[config.mk]
export PLATFORM = sky130hd
export DESIGN_NAME = cct_timer
export DESIGN_NICKNAME = d
export VERILOG_FILES = /design/src/common/cct_pkg.sv /design/src/verilog/cct_edge_det.sv /design/src/verilog/cct_timer.sv
export SDC_FILE = /design/constraint.sdc
export NUM_CORES = 1
export LEC_CHECK = 0
export BUFFER_PORTS_ARGS = -buffer_cell sky130_fd_sc_hd__buf_2
export CORE_MARGIN = 4
export CORE_UTILIZATION = 43
export CTS_CLUSTER_SIZE = 10
export DETAILED_ROUTE_END_ITERATION = 6
export GPL_TIMING_DRIVEN = 0
export PLACE_DENSITY = 0.59
export SKIP_LAST_GASP = 1
export SLEW_MARGIN = 10
export SYNTH_ARGS = -nofsm -noshare
export SYNTH_HDL_FRONTEND = slang
export SYNTH_SLANG_ARGS = --single-unit
[constraint.sdc]
create_clock -name CORE_CLK -period 9.1 [get_ports CORE_CLK]
set_input_delay 1.365 -clock CORE_CLK [delete_from_list [all_inputs] [get_ports CORE_CLK]]
set_output_delay 1.365 -clock CORE_CLK [all_outputs]
set_load 0.02 [all_outputs]
[src/common/cct_pkg.sv]
`default_nettype none
package cct_pkg;
  // ==========================================================================
  // register map (byte addresses on the APB bus)
  // ==========================================================================
  localparam logic [7:0] ADDR_CTRL0 = 8'h00;
  localparam logic [7:0] ADDR_CTRL1 = 8'h04;
  localparam logic [7:0] ADDR_OUT_CTL = 8'h08;
  localparam logic [7:0] ADDR_CAP_EDGE = 8'h0C;
  localparam logic [7:0] ADDR_EVT_EDGE = 8'h10;
  localparam logic [7:0] ADDR_OPTION = 8'h14;
  localparam logic [7:0] ADDR_CCR0 = 8'h18;
  localparam logic [7:0] ADDR_CCR1 = 8'h1C;
  localparam logic [7:0] ADDR_CCR2 = 8'h20;
  localparam logic [7:0] ADDR_CCR3 = 8'h24;
  localparam logic [7:0] ADDR_CNT = 8'h28;
  localparam logic [7:0] ADDR_IRQ_STATUS = 8'h2C;
  localparam logic [7:0] ADDR_IRQ_MASK = 8'h30;
  localparam logic [7:0] ADDR_CC_FUNC = 8'h34;
  localparam logic [7:0] REG_STRIDE = 8'h04;

  // ==========================================================================
  // field positions
  // ==========================================================================
  localparam int CTRL0_RUN_BIT = 7;
  localparam int CTRL1_SW_TRIG_BIT = 6;
  localparam int CTRL1_EXT_EVT_BIT = 5;
  localparam int OPT_OVF_BIT = 0;
  localparam int IRQ_OVF_BIT = 4;
  localparam int NUM_CH = 4;
  localparam int PRESC_W = 7;

  // ==========================================================================
  // values
  // ==========================================================================
  localparam logic [15:0] CNT_STOPPED = 16'hFFFF;
  localparam logic [15:0] CNT_READ_STOPPED = 16'h0000;
  localparam logic [15:0] CNT_WRAP = 16'h0000;
  localparam logic [15:0] CCR_RESET = 16'h0000;
  localparam logic [15:0] CNT_STEP = 16'h0001;
  localparam logic [PRESC_W-1:0] PRESC_STEP = 7'h01;
  localparam logic [PRESC_W-1:0] PRESC_RESET = 7'h00;

  localparam logic [2:0] MODE_INTERVAL = 3'h0;
  localparam logic [2:0] MODE_EXT_EVENT = 3'h1;
  localparam logic [2:0] MODE_EXT_TRIG = 3'h2;
  localparam logic [2:0] MODE_ONE_SHOT = 3'h3;
  localparam logic [2:0] MODE_PWM = 3'h4;
  localparam logic [2:0] MODE_FREE_RUN = 3'h5;
  localparam logic [2:0] MODE_PULSE_MEAS = 3'h6;
  localparam logic [2:0] MODE_PROHIBITED = 3'h7;

  localparam logic [1:0] EDGE_NONE = 2'h0;
  localparam logic [1:0] EDGE_RISE = 2'h1;
  localparam logic [1:0] EDGE_FALL = 2'h2;
  localparam logic [1:0] EDGE_BOTH = 2'h3;

  // ==========================================================================
  // types
  // ==========================================================================
  typedef struct packed {
    logic run_enable;
    logic [2:0] clk_div_sel;
  } cct_ctrl_t;

  typedef struct packed {
    logic ext_event_enable;
    logic [2:0] timer_mode;
  } cct_mode_t;

  typedef enum logic [2:0] {
    ST_STOP = 3'b001,
    ST_WAIT = 3'b010,
    ST_RUN = 3'b100
  } cct_state_t;

  // internal count clock tick: prescaler low bits all ones selects fxx/2^sel
  function automatic logic div_tick(input logic [PRESC_W-1:0] presc, input logic [2:0] sel);
    logic [PRESC_W-1:0] mask;
    mask = PRESC_W'((8'h01 << sel) - 8'h01);
    return (presc & mask) == mask;
  endfunction : div_tick
endpackage : cct_pkg
`default_nettype wire

[src/verilog/cct_edge_det.sv]
`timescale 1ns/10ps
`default_nettype none
module cct_edge_det (
  input wire logic clk,
  input wire logic rst,
  input wire logic enable,
  input wire logic pin,
  input wire logic [1:0] edge_sel,
  output logic edge_pulse
);
  logic prev_r;
  logic rise;
  logic fall;

  // prev follows the pin even while disabled so enabling makes no false edge
  always_ff @(posedge clk or posedge rst) begin
    if (rst) begin
      prev_r <= 1'b0;
    end else begin
      prev_r <= pin;
    end
  end

  assign rise = pin & ~prev_r;
  assign fall = ~pin & prev_r;

  always_comb begin
    unique case (edge_sel)
      cct_pkg::EDGE_NONE: edge_pulse = 1'b0;
      cct_pkg::EDGE_RISE: edge_pulse = enable & rise;
      cct_pkg::EDGE_FALL: edge_pulse = enable & fall;
      cct_pkg::EDGE_BOTH: edge_pulse = enable & (rise | fall);
    endcase
  end
endmodule : cct_edge_det
`default_nettype wire

[src/verilog/cct_timer.sv]
`timescale 1ns/10ps
`default_nettype none
module cct_timer (
  input wire logic CORE_CLK,
  input wire logic SYS_RST,
  input wire logic PSEL,
  input wire logic PENABLE,
  input wire logic PWRITE,
  input wire logic [7:0] PADDR,
  input wire logic [31:0] PWDATA,
  output logic [31:0] PRDATA,
  output logic PREADY,
  output logic PSLVERR,
  input wire logic [3:0] TIMER_INPUT,
  output logic [3:0] TIMER_OUTPUT,
  output logic [3:0] CH_MATCH_CAPTURE_IRQ,
  output logic COUNTER_OVERFLOW_IRQ,
  output logic IRQ
);
  localparam int NCH = cct_pkg::NUM_CH;

  // ==========================================================================
  // registers
  // ==========================================================================
  cct_pkg::cct_ctrl_t ctrl_r;
  cct_pkg::cct_mode_t mode_r;
  cct_pkg::cct_state_t state_r;
  cct_pkg::cct_state_t state_nxt;
  logic [7:0] output_control_reg_r;
  logic [7:0] capture_edge_select_reg_r;
  logic [3:0] event_edge_select_reg_r;
  logic [NCH-1:0] cc_capture_r;
  logic overflow_flag_r;
  logic [15:0] capcomp_reg_r [NCH];
  logic [15:0] cmp_buf_r [NCH];
  logic [4:0] irq_status_r;
  logic [4:0] irq_mask_r;
  logic [15:0] cnt_r;
  logic started_r;
  logic step_r;
  logic [cct_pkg::PRESC_W-1:0] presc_r;
  logic [NCH-1:0] wave_r;
  logic [31:0] prdata_r;
  logic pready_r;
  logic pslverr_r;
  logic [NCH-1:0] ch_irq_r;
  logic ovf_irq_r;
  logic irq_r;
  logic [NCH-1:0] tout_r;

  // ==========================================================================
  // bus decode
  // ==========================================================================
  logic wr_en;
  logic rd_take;
  logic [31:0] rd_data;
  logic rd_hit;
  logic run;
  logic sw_trig;

  assign wr_en = PSEL & PENABLE & pready_r & PWRITE;
  assign rd_take = PSEL & PENABLE & ~pready_r;
  assign run = ctrl_r.run_enable;

  function automatic logic wr_to(input logic [7:0] addr, input logic en, input logic [7:0] target);
    return en && (addr == target);
  endfunction : wr_to

  // ==========================================================================
  // edge detectors and count clock
  // ==========================================================================
  logic [NCH-1:0] cap_edge;
  logic evt_edge;
  logic trig_edge;
  logic int_tick;
  logic use_ext;
  logic tick;

  genvar g;
  generate
    for (g = 0; g < NCH; g++) begin : g_cap
      cct_edge_det u_cap (
        .clk(CORE_CLK),
        .rst(SYS_RST),
        .enable(run),
        .pin(TIMER_INPUT[g]),
        .edge_sel(capture_edge_select_reg_r[2*g+1:2*g]),
        .edge_pulse(cap_edge[g])
      );
    end
  endgenerate

  // input 0 also feeds the event counter and the start trigger
  cct_edge_det u_evt (
    .clk(CORE_CLK),
    .rst(SYS_RST),
    .enable(run),
    .pin(TIMER_INPUT[0]),
    .edge_sel(event_edge_select_reg_r[1:0]),
    .edge_pulse(evt_edge)
  );

  cct_edge_det u_trig (
    .clk(CORE_CLK),
    .rst(SYS_RST),
    .enable(run),
    .pin(TIMER_INPUT[0]),
    .edge_sel(event_edge_select_reg_r[3:2]),
    .edge_pulse(trig_edge)
  );

  assign int_tick = cct_pkg::div_tick(presc_r, ctrl_r.clk_div_sel);
  assign use_ext = mode_r.ext_event_enable | (mode_r.timer_mode == cct_pkg::MODE_EXT_EVENT);
  assign tick = (state_r == cct_pkg::ST_RUN) & (use_ext ? evt_edge : int_tick);

  always_ff @(posedge CORE_CLK or posedge SYS_RST) begin
    if (SYS_RST) begin
      presc_r <= cct_pkg::PRESC_RESET;
    end else if (!run) begin
      presc_r <= cct_pkg::PRESC_RESET;
    end else begin
      presc_r <= presc_r + cct_pkg::PRESC_STEP;
    end
  end

  // ==========================================================================
  // mode decode and sequencing
  // ==========================================================================
  logic trig_mode;
  logic pwm_like;
  logic clear_on_ccr0;
  logic pulse_meas;
  logic trigger;
  logic [NCH-1:0] capture_fn;
  logic [NCH-1:0] match_ev;
  logic [NCH-1:0] cap_ev;
  logic [NCH-1:0] ch_ev;
  logic ccr0_clear;
  logic ovf_ev;

  always_comb begin
    trig_mode = 1'b0;
    pwm_like = 1'b0;
    clear_on_ccr0 = 1'b0;
    pulse_meas = 1'b0;
    unique case (mode_r.timer_mode)
      cct_pkg::MODE_INTERVAL: clear_on_ccr0 = 1'b1;
      cct_pkg::MODE_EXT_EVENT: clear_on_ccr0 = 1'b1;
      cct_pkg::MODE_EXT_TRIG,
      cct_pkg::MODE_ONE_SHOT: begin
        trig_mode = 1'b1;
        pwm_like = 1'b1;
        clear_on_ccr0 = 1'b1;
      end
      cct_pkg::MODE_PWM: begin
        pwm_like = 1'b1;
        clear_on_ccr0 = 1'b1;
      end
      cct_pkg::MODE_FREE_RUN: clear_on_ccr0 = 1'b0;
      cct_pkg::MODE_PULSE_MEAS: pulse_meas = 1'b1;
      cct_pkg::MODE_PROHIBITED: clear_on_ccr0 = 1'b0;
    endcase
  end

  assign sw_trig = wr_to(PADDR, wr_en, cct_pkg::ADDR_CTRL1) & PWDATA[cct_pkg::CTRL1_SW_TRIG_BIT] & trig_mode;
  assign trigger = run & trig_mode & (sw_trig | trig_edge);
  assign capture_fn = cc_capture_r | {NCH{pulse_meas}};

  always_comb begin
    for (int m = 0; m < NCH; m++) begin
      match_ev[m] = step_r & ~capture_fn[m] & (cnt_r == cmp_buf_r[m]);
      cap_ev[m] = cap_edge[m] & capture_fn[m] & (state_r == cct_pkg::ST_RUN);
    end
  end

  assign ch_ev = match_ev | cap_ev;
  assign ccr0_clear = clear_on_ccr0 & ~capture_fn[0] & (cnt_r == cmp_buf_r[0]);
  assign ovf_ev = tick & started_r & ~ccr0_clear & (cnt_r == cct_pkg::CNT_STOPPED);

  always_comb begin
    state_nxt = state_r;
    unique case (state_r)
      cct_pkg::ST_STOP: begin
        if (run && mode_r.timer_mode != cct_pkg::MODE_PROHIBITED) begin
          state_nxt = trig_mode ? cct_pkg::ST_WAIT : cct_pkg::ST_RUN;
        end
      end
      cct_pkg::ST_WAIT: begin
        if (!run) begin
          state_nxt = cct_pkg::ST_STOP;
        end else if (trigger) begin
          state_nxt = cct_pkg::ST_RUN;
        end
      end
      cct_pkg::ST_RUN: begin
        if (!run) begin
          state_nxt = cct_pkg::ST_STOP;
        end else if (mode_r.timer_mode == cct_pkg::MODE_ONE_SHOT && match_ev[0]) begin
          state_nxt = cct_pkg::ST_WAIT;
        end
      end
      default: state_nxt = cct_pkg::ST_STOP;
    endcase
  end

  always_ff @(posedge CORE_CLK or posedge SYS_RST) begin
    if (SYS_RST) begin
      state_r <= cct_pkg::ST_STOP;
    end else begin
      state_r <= state_nxt;
    end
  end

  // ==========================================================================
  // 16-bit counter
  // ==========================================================================
  always_ff @(posedge CORE_CLK or posedge SYS_RST) begin
    if (SYS_RST) begin
      cnt_r <= cct_pkg::CNT_STOPPED;
      started_r <= 1'b0;
      step_r <= 1'b0;
    end else if (state_nxt != cct_pkg::ST_RUN || (trigger && state_r == cct_pkg::ST_RUN)) begin
      cnt_r <= cct_pkg::CNT_STOPPED;
      started_r <= 1'b0;
      step_r <= 1'b0;
    end else if (pulse_meas && cap_ev != '0) begin
      cnt_r <= cct_pkg::CNT_WRAP;
      step_r <= 1'b0;
    end else if (tick) begin
      started_r <= 1'b1;
      step_r <= 1'b1;
      if (!started_r || ccr0_clear || ovf_ev) begin
        cnt_r <= cct_pkg::CNT_WRAP;
      end else begin
        cnt_r <= cnt_r + cct_pkg::CNT_STEP;
      end
    end else begin
      step_r <= 1'b0;
    end
  end

  // ==========================================================================
  // control registers
  // ==========================================================================
  always_ff @(posedge CORE_CLK or posedge SYS_RST) begin
    if (SYS_RST) begin
      ctrl_r <= '0;
      mode_r <= '0;
      output_control_reg_r <= 8'h00;
      capture_edge_select_reg_r <= 8'h00;
      event_edge_select_reg_r <= 4'h0;
      cc_capture_r <= '0;
      irq_mask_r <= 5'h00;
    end else begin
      if (wr_to(PADDR, wr_en, cct_pkg::ADDR_CTRL0)) begin
        ctrl_r <= {PWDATA[cct_pkg::CTRL0_RUN_BIT], PWDATA[2:0]};
      end
      if (wr_to(PADDR, wr_en, cct_pkg::ADDR_CTRL1)) begin
        mode_r <= {PWDATA[cct_pkg::CTRL1_EXT_EVT_BIT], PWDATA[2:0]};
      end
      if (wr_to(PADDR, wr_en, cct_pkg::ADDR_OUT_CTL)) begin
        output_control_reg_r <= PWDATA[7:0];
      end
      if (wr_to(PADDR, wr_en, cct_pkg::ADDR_CAP_EDGE)) begin
        capture_edge_select_reg_r <= PWDATA[7:0];
      end
      if (wr_to(PADDR, wr_en, cct_pkg::ADDR_EVT_EDGE)) begin
        event_edge_select_reg_r <= PWDATA[3:0];
      end
      if (wr_to(PADDR, wr_en, cct_pkg::ADDR_CC_FUNC)) begin
        cc_capture_r <= PWDATA[NCH-1:0];
      end
      if (wr_to(PADDR, wr_en, cct_pkg::ADDR_IRQ_MASK)) begin
        irq_mask_r <= PWDATA[4:0];
      end
    end
  end

  // capture/compare registers and their hidden compare buffers
  always_ff @(posedge CORE_CLK or posedge SYS_RST) begin
    if (SYS_RST) begin
      for (int m = 0; m < NCH; m++) begin
        capcomp_reg_r[m] <= cct_pkg::CCR_RESET;
        cmp_buf_r[m] <= cct_pkg::CCR_RESET;
      end
    end else begin
      for (int m = 0; m < NCH; m++) begin
        if (cap_ev[m]) begin
          capcomp_reg_r[m] <= cnt_r;
        end else if (wr_to(PADDR, wr_en, cct_pkg::ADDR_CCR0 + 8'(m) * cct_pkg::REG_STRIDE)) begin
          capcomp_reg_r[m] <= PWDATA[15:0];
          if (!capture_fn[m]) begin
            cmp_buf_r[m] <= PWDATA[15:0];
          end
        end
      end
    end
  end

  // overflow flag: set wins over a software clear, stop clears it
  always_ff @(posedge CORE_CLK or posedge SYS_RST) begin
    if (SYS_RST) begin
      overflow_flag_r <= 1'b0;
    end else if (!run) begin
      overflow_flag_r <= 1'b0;
    end else if (ovf_ev) begin
      overflow_flag_r <= 1'b1;
    end else if (wr_to(PADDR, wr_en, cct_pkg::ADDR_OPTION) && !PWDATA[cct_pkg::OPT_OVF_BIT]) begin
      overflow_flag_r <= 1'b0;
    end
  end

  // ==========================================================================
  // interrupts
  // ==========================================================================
  always_ff @(posedge CORE_CLK or posedge SYS_RST) begin
    if (SYS_RST) begin
      irq_status_r <= 5'h00;
    end else begin
      irq_status_r <= (irq_status_r & ~(wr_to(PADDR, wr_en, cct_pkg::ADDR_IRQ_STATUS) ? PWDATA[4:0] : 5'h00))
                      | {ovf_ev, ch_ev};
    end
  end

  always_ff @(posedge CORE_CLK or posedge SYS_RST) begin
    if (SYS_RST) begin
      ch_irq_r <= '0;
      ovf_irq_r <= 1'b0;
      irq_r <= 1'b0;
    end else begin
      ch_irq_r <= ch_ev;
      ovf_irq_r <= ovf_ev;
      irq_r <= |(irq_status_r & irq_mask_r);
    end
  end

  // ==========================================================================
  // output controller
  // ==========================================================================
  always_ff @(posedge CORE_CLK or posedge SYS_RST) begin
    if (SYS_RST) begin
      wave_r <= '0;
    end else if (state_r != cct_pkg::ST_RUN) begin
      wave_r <= '0;
    end else begin
      for (int m = 0; m < NCH; m++) begin
        if (pwm_like && m != 0) begin
          if (match_ev[m]) begin
            wave_r[m] <= 1'b1;
          end else if (match_ev[0]) begin
            wave_r[m] <= 1'b0;
          end
        end else if (match_ev[m]) begin
          wave_r[m] <= ~wave_r[m];
        end
      end
    end
  end

  // low nibble enables the wave, high nibble sets the idle level
  always_ff @(posedge CORE_CLK or posedge SYS_RST) begin
    if (SYS_RST) begin
      tout_r <= '0;
    end else begin
      tout_r <= output_control_reg_r[7:4] ^ (output_control_reg_r[3:0] & wave_r & {NCH{run}});
    end
  end

  // ==========================================================================
  // APB read side, one wait state
  // ==========================================================================
  always_comb begin
    rd_data = 32'h0000_0000;
    rd_hit = 1'b1;
    case (PADDR)
      cct_pkg::ADDR_CTRL0: rd_data = {24'h00_0000, ctrl_r.run_enable, 4'h0, ctrl_r.clk_div_sel};
      cct_pkg::ADDR_CTRL1: rd_data = {26'h000_0000, mode_r.ext_event_enable, 2'h0, mode_r.timer_mode};
      cct_pkg::ADDR_OUT_CTL: rd_data = {24'h00_0000, output_control_reg_r};
      cct_pkg::ADDR_CAP_EDGE: rd_data = {24'h00_0000, capture_edge_select_reg_r};
      cct_pkg::ADDR_EVT_EDGE: rd_data = {28'h000_0000, event_edge_select_reg_r};
      cct_pkg::ADDR_OPTION: rd_data = {31'h0000_0000, overflow_flag_r};
      cct_pkg::ADDR_CCR0: rd_data = {16'h0000, capcomp_reg_r[0]};
      cct_pkg::ADDR_CCR1: rd_data = {16'h0000, capcomp_reg_r[1]};
      cct_pkg::ADDR_CCR2: rd_data = {16'h0000, capcomp_reg_r[2]};
      cct_pkg::ADDR_CCR3: rd_data = {16'h0000, capcomp_reg_r[3]};
      cct_pkg::ADDR_CNT: rd_data = {16'h0000, run ? cnt_r : cct_pkg::CNT_READ_STOPPED};
      cct_pkg::ADDR_IRQ_STATUS: rd_data = {27'h000_0000, irq_status_r};
      cct_pkg::ADDR_IRQ_MASK: rd_data = {27'h000_0000, irq_mask_r};
      cct_pkg::ADDR_CC_FUNC: rd_data = {28'h000_0000, cc_capture_r};
      default: rd_hit = 1'b0;
    endcase
  end

  always_ff @(posedge CORE_CLK or posedge SYS_RST) begin
    if (SYS_RST) begin
      prdata_r <= 32'h0000_0000;
      pready_r <= 1'b0;
      pslverr_r <= 1'b0;
    end else begin
      pready_r <= rd_take;
      pslverr_r <= rd_take & ~rd_hit;
      if (rd_take && !PWRITE) begin
        prdata_r <= rd_hit ? rd_data : 32'h0000_0000;
      end
    end
  end

  assign PRDATA = prdata_r;
  assign PREADY = pready_r;
  assign PSLVERR = pslverr_r;
  assign TIMER_OUTPUT = tout_r;
  assign CH_MATCH_CAPTURE_IRQ = ch_irq_r;
  assign COUNTER_OVERFLOW_IRQ = ovf_irq_r;
  assign IRQ = irq_r;
endmodule : cct_timer
`default_nettype wire

Yosys cells after proc, flatten, opt, wreduce, memory -nomap -nowiden:

Cells that the tools add are included.

* bits in registers: 251
* input bits: 49
* output and inout bits: 44

* $add $sub $neg: 3
* equality and inequality tests: 50
* shift-type cells: 1
* muxes and demuxes: 57
* bitwise logic cells: 90
* reduce and logical (&&, ||, !) cells: 60

Operator list (count)
* 16-bit one-hot mux with 14 select lines: 1
* 16-bit 2-to-1 mux: 13
* 16-bit == test: 4
* 1-bit bitwise AND: 51
* 8-bit by 6-bit == test with 1-bit output (second input constant): 6
* 8-bit by 5-bit == test with 1-bit output (second input constant): 4
* 32-bit 2-to-1 mux: 1
* 1-bit 2-to-1 mux: 26
* 2-bit == test (second input constant): 12
* 1-bit one-hot mux with 4 select lines: 6
* 1-bit NOT: 23
* 3-bit nonzero test: 7
* 1-bit logical AND: 19
* 3-bit 2-to-1 mux: 6
* 16-bit by 1-bit adder with 16-bit output (second input constant): 1
* 16-bit == test (second input constant): 1
* 8-bit by 4-bit == test with 1-bit output (second input constant): 2
* 14-bit OR reduction: 1
* 2-bit by 1-bit == test with 1-bit output (second input constant): 6
* 2-bit zero test: 6
* 3-bit AND reduction: 4
* 2-bit nonzero test: 6
* 5-bit bitwise AND: 2
* 5-bit OR reduction: 2
* 30 further kinds: 51

Depth between registers and ports, before layout:

* depth in word-level cells: 15
* gate-level depth with buffers: 10
* mapped depth without buffers: 8

Hierarchy:

Synthesis repeated with hierarchy kept, for this count alone.

* cells, all modules: 1169
* area, all modules: 12258.0 µm²

By module, submodules not included
* cct_timer: times used 1, cells an instance 1103, area each 11710.0 µm², seq. area each 5801.8 µm²
* cct_edge_det: times used 6, cells an instance 11, area each 91.3 µm², seq. area each 25.0 µm²

Worst setup path before layout:

No wires, ideal clock.

* kind: input port to flip-flop
* start point: input PADDR[4]
* end point: register cmp_buf_r[17] in the netlist's numbering
* library setup time: 0.125 ns
* data arrival time: 3.236 ns
* data required time: 8.975 ns
* slack: 5.738 ns
* stages: 8
* buffers on the path: 3
* cells stage by stage: or4b_1 buf_2 nor2_8 nand2_4 or3_1 buf_2 buf_6 mux2_4

* cells in the longest elaborated chain, start to end: 3

Ends and longest elaborated chain
* start, declared: line cct_timer.sv:9 `input wire logic [7:0] PADDR,`
* 8-bit by 6-bit == test with 1-bit output: line cct_timer.sv:66 `return en && (addr == target);`
* 1-bit logical AND: line cct_timer.sv:66
* 3-bit AND reduction (no line)
* end signal, assigned by index: line cct_timer.sv:284 `cmp_buf_r[m] <= cct_pkg::CCR_RESET;`
* end signal, assigned by index: line cct_timer.sv:293 `cmp_buf_r[m] <= PWDATA[15:0];`
* end, declared: line cct_timer.sv:35 `logic [15:0] cmp_buf_r [NCH];`

No other way between the ends.
A chain may end at the register's enable or synchronous reset.

Worst setup path in the final report:

* start point: input PADDR[1]
* end point: register prdata_r[11] (netlist: PRDATA[11])

* cells in the longest elaborated chain, start to end: 4
* elaborated cells on any way between the ends: 18
* classes of those cells: eq/ne (13); mux (3); reduce/logical (2)

Ends and longest elaborated chain
* 8-bit by 3-bit == test with 1-bit output, or another cell as far along: line cct_timer.sv:375 `case (PADDR)`
* 14-bit OR reduction (no line)
* 1-bit 2-to-1 mux: line cct_timer.sv:375
* 32-bit 2-to-1 mux *: line cct_timer.sv:403 `prdata_r <= rd_hit ? rd_data : 32'h0000_0000;`
* end signal, assigned: line cct_timer.sv:403
* end, declared: line cct_timer.sv:43 `logic [31:0] prdata_r;`

Mark *: on every way between the ends. The rest lies on a longest branch, timed or not.

==> results_dict.tcl <==
set metrics [dict create \
    synth_edf_count 0 \
    ys_async_sr_fraction 1.000 \
    hold_slack_ns 0.4725 \
    rows 61 \
    intPower_mw 1.718 \
    regToRegSetupSlack_ns 5.45 \
    clkPwrFrac 0.467 \
    end_kind "flip-flop" \
    grt_pass1_vias 9475 \
    power.switching_uw 536.9 \
    drt_iter0_markers 1002 \
    power_density_mw_per_mm2 161.3 \
    yosysUniqueCellTypes 78 \
    crit_path_start_kind "input port" \
    dpl_cell_area_sq_mm 0.01312 \
    ys_seq_area_frac 0.4830 \
    die_w_microns 176.6 \
    drcViolationCount 0 \
    period_minus_slack_ns 3.656 \
    power.total_mw 2.255 \
    dieArea_sq_mm 0.03118 \
    finalCritPeriodShare 0.4017 \
    status "finished, final reports clean" \
    start_util 0.4375 \
    antenna_found_initial 1 \
    yosys_warnings 0 \
    r2r_end "PRDATA[11]" \
    cts-resized-gates 0 \
    swShare 0.2381 \
    cp_slowest_cell "nor3_1" \
    cts_sinks 235 \
    clockBufferDepth 3 \
    arrival_ns 4.11 \
    first_pass_iters 6 \
    rsz0062_at_grt "false" \
    crit_chain "buf_2 > or4b_2 > nor3_1 > clkbuf_1 > a22oi_1 > a31oi_1" \
    crit_buf_inv 2 \
    min_from "presc_r[0]" \
    whs_path_depth 1 \
    cts_tree "yes" \
    rr_worst_depth 6 \
    top_layer "met4" \
    syn_inst 1140 \
    synth_most_common_cell "dfrtp_1" \
    worstMarginPinSlew_ns 1.216 \
    cp_top_family "simple AND/OR/NAND/NOR gates" \
    cts.clk_slew.worst_paths_ns 0.06 \
    fin_area_sq_mm 0.01397 \
    h-tree-depth 1 \
    slew_headroom 0.1818 \
    drv_cap 0 \
    layout-drive-gt1-share 0.2173 \
    cts_buffers 29 \
    timing.setup.tns_ns 0 \
    clk_latency_ns 0.54 \
    grt_overflow 0 \
    grt_usage 0.2377 \
    portBuffers 59 \
    synthDominantCellAreaShare 0.4464 \
    syn_avg_cell_area_sq_um 10.72 \
    post-route-util 0.5003 \
    slew_viol_final 0 \
    wl_met3_microns 2744 \
    fillers 2605 \
    clockRootBuffer "clkbuf_16" \
    synth_common_cells "218 x dfrtp_1, 124 x nand2_1, 86 x mux2_2, 70 x o21ai_0, 64 x mux2i_1" \
    final_nets 1308 \
    setup_viol 0 \
    gp_congestion 0.9026 \
    skew_ns 0.01555 \
    p_seq_frac 0.476 \
    viasPerCell 5.862 \
    wire_per_inst_microns 22.87 \
    syn2layout_area_growth_pct 14.35 \
    crit_type "in -> reg" \
    post-cts-setup-buffers 0 \
    coreArea_sq_mm 0.02793 \
    ys_top_cells_by_area "dfrtp_1 45%, mux2_2 7.9%, mux2i_1 5.2%" \
    die_y_microns 176.6 \
    io_pins 93 \
    dp_hpwl_microns 26960 \
    yosys_most_used_dff "dfrtp_1" \
    grt_max_degree 114 \
    dr_wl_met2_microns 17400 \
    routed_wl_microns 37690 \
    cts_hold_buf 0 \
    synth-seq-cells 235 \
    hold_path_class "reg -> reg" \
    antenna_cells 0 \
    grt_pass1_wl_microns 57580 \
    min_to "presc_r[0]" \
    postRouteAntennaNets 0 \
    pwr-share-comb 0.057 \
    slowest_delay_ns 0.95 \
    max_freq_mhz 273.5 \
    worstReg2RegStart "run" \
    num_vias 9661 \
    ir_drop_uv 123.2 \
    hold_viol 0 \
    syn_area_sq_mm 0.01222 \
    cp_max_fo 10 \
    required_ns 9.55 \
    netlist.top_cell.by_area "dfrtp_1" \
    p_leak_nw 6.776 \
    met1_length_microns 16620 \
]
layer usage:
layer  track usage  vias to the layer above
met5             0                        -
met4       0.06190                        0
met3       0.03790                       74
met2        0.3770                      374
met1        0.3421                     4889
li1              -                     4324
final cells by class:
cell class	count	area, sq um	share of cell area
well taps	378	473.0	0.03384
clock buffers	50	834.6	0.05972
clock inverters	3	18.77	0.001343
multi-input cells	798	5802	0.4152
flip-flops and latches	235	5902	0.4223
plain buffers	98	489.2	0.03501
repair buffers	62	357.8	0.02561
inverters	24	97.59	0.006984
per-stage QoR:
step / cells / setup WS (ns)
finish: 1648 / 5.444
global route: 1648 / 5.359
CTS: 1648 / 5.481
detailed placement: 1595 / 4.935
global placement: 1592 / -1.793
floorplan: 1155 / 1.317
registers in the layout, indices dropped and copies added (netlist names), 5 cells and up:
signal,count
capcomp_reg_r,64
cmp_buf_r,64
PRDATA,16
cnt_r,16
capture_edge_select_reg_r,8
output_control_reg_r,8
presc_r,7
irq_mask_r,5
irq_status_r,5
cell families (layout without fill, tap and decap cells):
kind of cell,count (synthesis),in the layout,share of synthesized area
AND/OR/NAND/NOR,310,310,0.1278
flip-flops,235,235,0.4830
AO/OA/AOI/OAI,218,218,0.1255
multiplexers,166,166,0.1495
buffers and inverters,122,237,0.04740
XOR/XNOR,76,76,0.05447
adder cells (fa/ha/maj),12,12,0.01208
other,1,16,0.0003069
how the worst max path moves through the flow:
stage          slack (ns)     start  cells after the start                      end
3_5_place_dp         4.94  PADDR[1]                      6            cmp_buf_r[57]
5_1_grt              5.36  PADDR[4]                      7                PRDATA[6]
2_1_floorplan        1.32   SYS_RST                      1  CH_MATCH_CAPTURE_IRQ[0]
3_3_place_gp        -1.79   SYS_RST                      2               PRDATA[12]
6_report             5.44  PADDR[1]                      6               PRDATA[11]
4_1_cts              5.48  PADDR[1]                      6            cmp_buf_r[49]
cell usage in the layout, fill, tap and decap left out, types with 16 or more instances in the layout:
| master | netlist | layout |
|---|---|---|
| a31oi_1 | 25 | 25 |
| o21ai_0 | 70 | 70 |
| a222oi_1 | 19 | 19 |
| nand2_1 | 124 | 124 |
| dfstp_2 | 17 | 17 |
| a21oi_1 | 17 | 17 |
| clkbuf_16 | 0 | 29 |
| dfrtp_1 | 218 | 218 |
| xnor2_1 | 36 | 36 |
| a22oi_1 | 24 | 24 |
| xor2_1 | 40 | 40 |
| buf_4 | 16 | 17 |
| mux2i_1 | 64 | 64 |
| inv_1 | 23 | 22 |
| nand3_1 | 25 | 25 |
| clkbuf_1 | 54 | 72 |
| buf_2 | 10 | 69 |
| nor2_1 | 49 | 49 |
| mux2_2 | 86 | 86 |
| nor4_1 | 17 | 16 |
| conb_1 | 1 | 16 |
power groups by stage:
| stage | Combinational [mW] | Clock (mW) | Sequential (mW) |
|---|---|---|---|
| 4_1_cts | 0.130 | 1.07 | 1.07 |
| 3_3_place_gp | 0.126 | 0 | 1.09 |
| 6_report | 0.128 | 1.05 | 1.07 |
| 3_5_place_dp | 0.130 | 0 | 1.09 |
| 5_1_grt | 0.140 | 1.11 | 1.07 |
| 2_1_floorplan | 0.0571 | 0 | 1.11 |
worst register-to-register path: cells and delay by family (launching register included):
family | cells | cell delay, ns
and+or+nand+nor | 1 | 1.10
AOI/OAI and AO/OA | 2 | 0.43
buffers and inverters | 3 | 1.59
DFF | 1 | 0.45
Power figures use the tool's default switching activity.
